`src/verilog/mhp_regs.svh`:
```
/*
  Constants for the multiplexed host port with modem lines.
  Assumes inclusion by the package and both ends; no processes here.
*/
`ifndef MHP_REGS_SVH
`define MHP_REGS_SVH

`define MHP_BUS_W 8
`define MHP_CHAN_BIT 6
`define MHP_REG_ADDR_W 3
`define MHP_OFS_MCR 3'h4
`define MHP_OFS_MSR 3'h6
`define MHP_OFS_SCR 3'h7
`define MHP_MCR_DTR_BIT 0
`define MHP_MCR_IRQEN_BIT 3
`define MHP_MSR_CTS_BIT 4
`define MHP_MSR_DSR_BIT 5
`define MHP_MSR_CD_BIT 7
`define MHP_MCR_RESET 8'h00
`define MHP_SCR_RESET 8'h00
`define MHP_STROBE_LOW_CYC 2
`define MHP_GAP_CYC 1

`endif
```
`src/verilog/mhp_pkg.sv`:
```
/*
  Types shared by both ends of the host port.
  Assumes mhp_regs.svh is on the include path.
*/
`include "mhp_regs.svh"
package mhp_pkg;
  typedef logic [`MHP_BUS_W-1:0] mhp_byte_t;
  typedef enum logic [1:0] {MHP_HOST_IDLE, MHP_HOST_ADDR, MHP_HOST_DATA, MHP_HOST_END} mhp_host_state_e;
endpackage

```
`src/verilog/mhp_if.sv`:
```
/*
  Pins between host and device: shared bus as three signals per side.
  Assumes the testbench resolves the bus wire from the enables.
*/
`timescale 1ns/1ps
interface mhp_if;
  import mhp_pkg::*;
  logic chip_select_n;
  logic address_latch_strobe_n;
  logic read_strobe_n;
  logic write_strobe_n;
  mhp_byte_t host_bus_out;
  logic host_bus_oe;
  mhp_byte_t dev_bus_out;
  logic dev_bus_oe;
  mhp_byte_t bus_in;
  modport device
  (
    input chip_select_n, address_latch_strobe_n, read_strobe_n, write_strobe_n, bus_in,
    output dev_bus_out, dev_bus_oe
  );
  modport host
  (
    output chip_select_n, address_latch_strobe_n, read_strobe_n, write_strobe_n, host_bus_out, host_bus_oe,
    input bus_in
  );
endinterface

```
`src/verilog/mhp_device.sv`:
```
/*
  Device end: address latch, per-channel modem control/status/scratch.
  Assumes host strobes synchronous to clock.
*/
`timescale 1ns/1ps
`include "mhp_regs.svh"
module mhp_device
  import mhp_pkg::*;
(
  input wire logic clock,
  input wire logic rst,
  mhp_if.device bus,
  input wire logic carrier_detect_n_chan_a,
  input wire logic carrier_detect_n_chan_b,
  input wire logic clear_to_send_n_chan_a,
  input wire logic clear_to_send_n_chan_b,
  input wire logic set_ready_n_chan_a,
  input wire logic set_ready_n_chan_b,
  input wire logic irq_req_chan_a,
  input wire logic irq_req_chan_b,
  output logic terminal_ready_n_chan_a,
  output logic terminal_ready_n_chan_b,
  output logic irq_out_chan_a,
  output logic irq_out_chan_a_oe,
  output logic irq_out_chan_b,
  output logic irq_out_chan_b_oe,
  output logic carrier_chan_a,
  output logic carrier_chan_b
);
  // ==========================================
  // Address latch and strobe edges
  mhp_byte_t addr_reg;
  logic rd_n_reg;
  logic wr_n_reg;
  mhp_byte_t rdata_reg;
  logic oe_reg;
  mhp_byte_t mcr_reg [2];
  mhp_byte_t scr_reg [2];
  mhp_byte_t msr_a;
  mhp_byte_t msr_b;
  mhp_byte_t rd_mux;
  wire selected = !bus.chip_select_n;
  wire data_phase = bus.address_latch_strobe_n;
  wire rd_fall = rd_n_reg && !bus.read_strobe_n && selected && data_phase;
  wire wr_rise = !wr_n_reg && bus.write_strobe_n && selected && data_phase;
  wire chan = addr_reg[`MHP_CHAN_BIT];
  wire [`MHP_REG_ADDR_W-1:0] reg_ofs = addr_reg[`MHP_REG_ADDR_W-1:0];
  wire rd_active = oe_reg && !bus.read_strobe_n && selected;

  always_ff @(posedge clock or posedge rst)
  begin
    if (rst)
      addr_reg <= 8'h00;
    else if (selected && !bus.address_latch_strobe_n)
      addr_reg <= bus.bus_in;
  end

  always_ff @(posedge clock or posedge rst)
  begin
    if (rst)
    begin
      rd_n_reg <= 1'b1;
      wr_n_reg <= 1'b1;
    end
    else
    begin
      rd_n_reg <= bus.read_strobe_n;
      wr_n_reg <= bus.write_strobe_n;
    end
  end

  // ==========================================
  // Status bytes
  assign msr_a = {~carrier_detect_n_chan_a, 1'b0, ~set_ready_n_chan_a, ~clear_to_send_n_chan_a, 4'h0};
  assign msr_b = {~carrier_detect_n_chan_b, 1'b0, ~set_ready_n_chan_b, ~clear_to_send_n_chan_b, 4'h0};
  assign carrier_chan_a = ~carrier_detect_n_chan_a;
  assign carrier_chan_b = ~carrier_detect_n_chan_b;

  // ==========================================
  // Register writes
  always_ff @(posedge clock or posedge rst)
  begin
    if (rst)
    begin
      mcr_reg[0] <= `MHP_MCR_RESET;
      mcr_reg[1] <= `MHP_MCR_RESET;
      scr_reg[0] <= `MHP_SCR_RESET;
      scr_reg[1] <= `MHP_SCR_RESET;
    end
    else if (wr_rise)
    begin
      if (reg_ofs == `MHP_OFS_MCR)
        mcr_reg[chan] <= bus.bus_in;
      else if (reg_ofs == `MHP_OFS_SCR)
        scr_reg[chan] <= bus.bus_in;
    end
  end

  // ==========================================
  // Read path
  always_comb
  begin
    case (reg_ofs)
      `MHP_OFS_MCR: rd_mux = mcr_reg[chan];
      `MHP_OFS_MSR: rd_mux = chan ? msr_b : msr_a;
      `MHP_OFS_SCR: rd_mux = scr_reg[chan];
      default: rd_mux = 8'h00;
    endcase
  end

  always_ff @(posedge clock or posedge rst)
  begin
    if (rst)
    begin
      rdata_reg <= 8'h00;
      oe_reg <= 1'b0;
    end
    else if (rd_fall)
    begin
      rdata_reg <= rd_mux;
      oe_reg <= 1'b1;
    end
    else if (bus.read_strobe_n || !selected)
      oe_reg <= 1'b0;
  end

  assign bus.dev_bus_out = rdata_reg;
  assign bus.dev_bus_oe = rd_active;

  // ==========================================
  // Modem outputs
  assign terminal_ready_n_chan_a = ~mcr_reg[0][`MHP_MCR_DTR_BIT];
  assign terminal_ready_n_chan_b = ~mcr_reg[1][`MHP_MCR_DTR_BIT];
  assign irq_out_chan_a = irq_req_chan_a;
  assign irq_out_chan_b = irq_req_chan_b;
  assign irq_out_chan_a_oe = mcr_reg[0][`MHP_MCR_IRQEN_BIT];
  assign irq_out_chan_b_oe = mcr_reg[1][`MHP_MCR_IRQEN_BIT];
endmodule

```
`src/flat_wrapper.sv`:
```
// flat-port wrapper written by rule: the top's interface ports become plain ports
module mhp_device_flat import mhp_pkg::*;
  (clock, rst, carrier_detect_n_chan_a, carrier_detect_n_chan_b, clear_to_send_n_chan_a, clear_to_send_n_chan_b, set_ready_n_chan_a, set_ready_n_chan_b, irq_req_chan_a, irq_req_chan_b, terminal_ready_n_chan_a, terminal_ready_n_chan_b, irq_out_chan_a, irq_out_chan_a_oe, irq_out_chan_b, irq_out_chan_b_oe, carrier_chan_a, carrier_chan_b, bus_chip_select_n, bus_address_latch_strobe_n, bus_read_strobe_n, bus_write_strobe_n, bus_bus_in, bus_dev_bus_out, bus_dev_bus_oe);
  mhp_if bus_i ();
  input wire logic clock;
  input wire logic rst;
  input wire logic carrier_detect_n_chan_a;
  input wire logic carrier_detect_n_chan_b;
  input wire logic clear_to_send_n_chan_a;
  input wire logic clear_to_send_n_chan_b;
  input wire logic set_ready_n_chan_a;
  input wire logic set_ready_n_chan_b;
  input wire logic irq_req_chan_a;
  input wire logic irq_req_chan_b;
  output logic terminal_ready_n_chan_a;
  output logic terminal_ready_n_chan_b;
  output logic irq_out_chan_a;
  output logic irq_out_chan_a_oe;
  output logic irq_out_chan_b;
  output logic irq_out_chan_b_oe;
  output logic carrier_chan_a;
  output logic carrier_chan_b;
  input wire logic [$bits(bus_i.chip_select_n)-1:0] bus_chip_select_n;
  input wire logic [$bits(bus_i.address_latch_strobe_n)-1:0] bus_address_latch_strobe_n;
  input wire logic [$bits(bus_i.read_strobe_n)-1:0] bus_read_strobe_n;
  input wire logic [$bits(bus_i.write_strobe_n)-1:0] bus_write_strobe_n;
  input wire logic [$bits(bus_i.bus_in)-1:0] bus_bus_in;
  output wire logic [$bits(bus_i.dev_bus_out)-1:0] bus_dev_bus_out;
  output wire logic [$bits(bus_i.dev_bus_oe)-1:0] bus_dev_bus_oe;
  assign bus_i.chip_select_n = bus_chip_select_n;
  assign bus_i.address_latch_strobe_n = bus_address_latch_strobe_n;
  assign bus_i.read_strobe_n = bus_read_strobe_n;
  assign bus_i.write_strobe_n = bus_write_strobe_n;
  assign bus_i.bus_in = bus_bus_in;
  assign bus_dev_bus_out = bus_i.dev_bus_out;
  assign bus_dev_bus_oe = bus_i.dev_bus_oe;
  mhp_device u_core (.clock(clock), .rst(rst), .bus(bus_i), .carrier_detect_n_chan_a(carrier_detect_n_chan_a), .carrier_detect_n_chan_b(carrier_detect_n_chan_b), .clear_to_send_n_chan_a(clear_to_send_n_chan_a), .clear_to_send_n_chan_b(clear_to_send_n_chan_b), .set_ready_n_chan_a(set_ready_n_chan_a), .set_ready_n_chan_b(set_ready_n_chan_b), .irq_req_chan_a(irq_req_chan_a), .irq_req_chan_b(irq_req_chan_b), .terminal_ready_n_chan_a(terminal_ready_n_chan_a), .terminal_ready_n_chan_b(terminal_ready_n_chan_b), .irq_out_chan_a(irq_out_chan_a), .irq_out_chan_a_oe(irq_out_chan_a_oe), .irq_out_chan_b(irq_out_chan_b), .irq_out_chan_b_oe(irq_out_chan_b_oe), .carrier_chan_a(carrier_chan_a), .carrier_chan_b(carrier_chan_b));
endmodule
```
`config.mk`:
```
export PLATFORM = sky130hd
export DESIGN_NAME = mhp_device_flat
export DESIGN_NICKNAME = d
export VERILOG_FILES = /design/src/verilog/mhp_pkg.sv /design/src/verilog/mhp_if.sv /design/src/verilog/mhp_device.sv /design/src/flat_wrapper.sv
export VERILOG_INCLUDE_DIRS = /design/src /design/src/verilog
export SDC_FILE = /design/constraint.sdc
export NUM_CORES = 1
export LEC_CHECK = 0
export CORE_UTILIZATION = 67
export DETAILED_ROUTE_END_ITERATION = 12
export DONT_BUFFER_PORTS = 1
export HOLD_SLACK_MARGIN = 0.08
export PLACE_DENSITY = 0.84
export SLEW_MARGIN = 20
export SYNTH_ARGS = -nofsm -noshare
export SYNTH_HDL_FRONTEND = slang
export SYNTH_SLANG_ARGS = --single-unit
```
`constraint.sdc`:
```
create_clock -name clock -period 4.95 [get_ports clock]
set_input_delay 0.495 -clock clock [delete_from_list [all_inputs] [get_ports clock]]
set_output_delay 0.495 -clock clock [all_outputs]
set_load 0.02 [all_outputs]
```
==> out/qor.tcl <==
set qor(synthArstFlopShare) 1.00
set qor(placementRows) 20
set qor(fp.dieW_um) 58.9
set qor(clk_latency_ns) 0.37
set qor(grt_pass1_vias) 1382
set qor(cts_tree) {built}
set qor(die_y_um) 58.9
set qor(htreeDepth) 2
set qor(hold_class) {in -> async}
set qor(synth.avg_cell_area_um2) 14.0
set qor(antenna_violations_before_repair) 0
set qor(multi_input_area_um2) 915
set qor(initialDrtViolationCount) 13
set qor(first_drt_pass_iteration_count) 4
set qor(synthMuxAreaShare) 0.285
set qor(globalplace.congestion) 0.799
set qor(placeableCoreArea_mm2) 0.00305
set qor(cts_made_buffers) 5
set qor(timing.max_cap.violations) 0
set qor(final_core_util) 0.751
set qor(max-vdd-ir-drop_uv) 252
set qor(timing.critical_path.fanout_max) 22
set qor(initial_utilization) 0.710
set qor(fmax_mhz) 417
set qor(yosys_warnings) 0
set qor(synth_area_leaders) {sky130_fd_sc_hd__dfrtp_1 52%, sky130_fd_sc_hd__mux2_2 16%, sky130_fd_sc_hd__mux2i_1 7.4%}
set qor(timing.final.max_slew_violations) 0
set qor(layout.area.seq_mm2) 0.00118
set qor(yosys_register_bits) 47
set qor(fraction_of_final_layout_cells_with_drive_strength_greater_than_1) 0.361
set qor(port_buffer_cells) 0
set qor(antenna_left) 0
set qor(layout.nets) 179
set qor(critPathCaptureType) {flop}
set qor(synthDominantAreaCellType) {sky130_fd_sc_hd__dfrtp_1}
set qor(totalWireLength_um) 4020
set qor(post_synth_fa_ha_maj_area_fraction) 0
set qor(setup_viols_final) 0
set qor(synth_compound_area_frac) 0.0744
set qor(worstRegToRegCells) 3
set qor(grt_first_pass_wirelength_um) 6570
set qor(run_status) {finished clean}
set qor(mappedNetlistArea_mm2) 0.00217
set qor(pre_cts_ws_ns) 2.55
set qor(synth.lib_cells_used.distinct) 29
set qor(synth_flop_cell) {sky130_fd_sc_hd__dfrtp_1}
set qor(antenna_cells_inserted) 0
set qor(area_grow_syn2layout_pct) 5.71
set qor(finalNonFillerCells) 202
set qor(synth_enable_flop_cells) 0
set qor(dieArea_mm2) 0.00347
set qor(drc_errors) 0
set qor(leakage_power_nw) 1.06
set qor(syn_inst_count) 155
set qor(final_min_period_over_clock_period) 0.484
set qor(yosysSeqAreaShare) 0.544
set qor(dpl.cell_count) 192
set qor(postLayoutSetupSlackWorst_ns) 2.55
set qor(clk_transition_reported_paths_ns) 0.14
set qor(ctsResizeCount) 0
set qor(power-per-cell-area_mw_per_mm2) 383
set qor(n_fill_cell) 199
set qor(max-clock-path-buffers) 2
set qor(gr-total-overflow) 0
set qor(hold_ws_ns) 0.131
set qor(min_period_ns) 2.40
set qor(fin_skew_ns) 0.0157
set qor(synthDominantCellAreaShare) 0.519
set qor(io_pins) 39
set qor(worst_slew_margin_rel) 0.258
set qor(avgRoutedWirePerCell_um) 19.9
set qor(globalRouteTotalUtil) 0.275
set qor(cp.required_ns) 5.22
set qor(routed-via-count) 1262
set qor(main_combinational_cell_family_by_area_after_synthesis) {multiplexers}
set qor(synth_xor_area_frac) 0
set qor(largest_register_ffs) 16
set qor(dp_hpwl_um) 2690
set qor(largest_net_degree_at_the_start_of_global_routing) 48
set qor(timing.setup.tns_ns) 0
set qor(synthSimpleGateAreaFrac) 0.0594
set qor(setup.worst_path.class) {reg -> reg}
set qor(cts_sinks) 47
set qor(synthesized_netlist_net_count) 177
set qor(unrepaired_setup_endpoints_after_global_routing) {no}
set qor(worstMarginPinSlew_ns) 1.11
set qor(final_hold_viol_count) 0
set qor(cts-root-buf) {sky130_fd_sc_hd__clkbuf_4}
set qor(detail_route.vias_per_cell) 6.25
set qor(critPathArrivalTime_ns) 2.67
set qor(type_of_origin_of_the_critical_path) {flop}
Yosys cell counts, types with 3 or more instances:
master                     count
sky130_fd_sc_hd__mux2i_1      16
sky130_fd_sc_hd__o221ai_1      5
sky130_fd_sc_hd__a22oi_1       3
sky130_fd_sc_hd__mux2_2       30
sky130_fd_sc_hd__nor2_1        4
sky130_fd_sc_hd__mux2_4        8
sky130_fd_sc_hd__o21a_1        8
sky130_fd_sc_hd__dfrtp_1      45
sky130_fd_sc_hd__clkbuf_1      3
sky130_fd_sc_hd__a211oi_1      3
sky130_fd_sc_hd__inv_1         6
final cells by class:
type                    instances  share of cell area
clock buffers                   6              0.0224
repair buffers                  4              0.0153
multi-input cells              93               0.399
well taps                      44              0.0240
clock inverters                 2              0.0153
flip-flops and latches         47               0.514
inverters                       6             0.00983
what timing repair did:
| action | 4_1_cts | 5_1_grt |
|---|---|---|
| setup buffers | 0 | 0 |
| setup endpoints to repair | 0 | 0 |
| hold buffers | 0 | 2 |
| endpoints found under the hold margin | 0 | 2 |
power by group:
group          switching (mW)  internal (mW)  leakage (nW)
Clock                   0.120          0.119        0.0482
Combinational          0.0501         0.0756         0.403
Sequential             0.0692          0.443         0.608
final timing paths:
| path | start | end | slack (ns) |
|---|---|---|---|
| min in group clock | bus_bus_in[0] | u_core.mcr_reg[0] | 0.26 |
| min | rst | u_core.mcr_reg[6] | 0.13 |
| min reg2reg | u_core.scr_reg[10] | u_core.scr_reg[10] | 0.52 |
| max in group asynchronous | rst | u_core.scr_reg[10] | 4.43 |
| max reg2reg | u_core.addr_reg[6] | u_core.irq_out_chan_b_oe | 2.55 |
| max | u_core.addr_reg[6] | u_core.irq_out_chan_b_oe | 2.55 |
cells in the final DEF (no fill, tap or decap), drive strengths merged, types with 3 or more instances in the layout:
master,count
mux2i,16
o221ai,5
a211oi,3
dfrtp,45
inv,5
o21a,8
nor2,4
clkbuf,6
a22oi,3
mux2,38
worst max-delay path: stages (launching register included):
cell and delay (ns):
sky130_fd_sc_hd__dfrtp_1 1.10, sky130_fd_sc_hd__inv_1 0.17, sky130_fd_sc_hd__or3_1 0.65, sky130_fd_sc_hd__mux2_4 0.38
metal layers:
metal	track usage	wire, um	up-vias
met5	0	0	-
met4	0.207	114	0
met3	0.0681	216	9
met2	0.429	2030	38
met1	0.328	1670	651
li1	-	-	564
through the flow:
stage	total power, mW	area (um2)
3_3_place_gp	0.635	2190
5_1_grt	0.918	2290
4_1_cts	0.882	2270
6_report	0.878	2290
3_5_place_dp	0.646	2190
2_1_floorplan	0.618	2170
cells by family (layout without fill, tap and decap cells):
family | count (synthesis) | count (layout)
multiplexers | 54 | 54
flip-flops | 47 | 47
AO/OA/AOI/OAI | 21 | 21
AND/OR/NAND/NOR | 18 | 18
buffers and inverters | 15 | 18
Note: power is estimated with default switching activity, not from simulation.
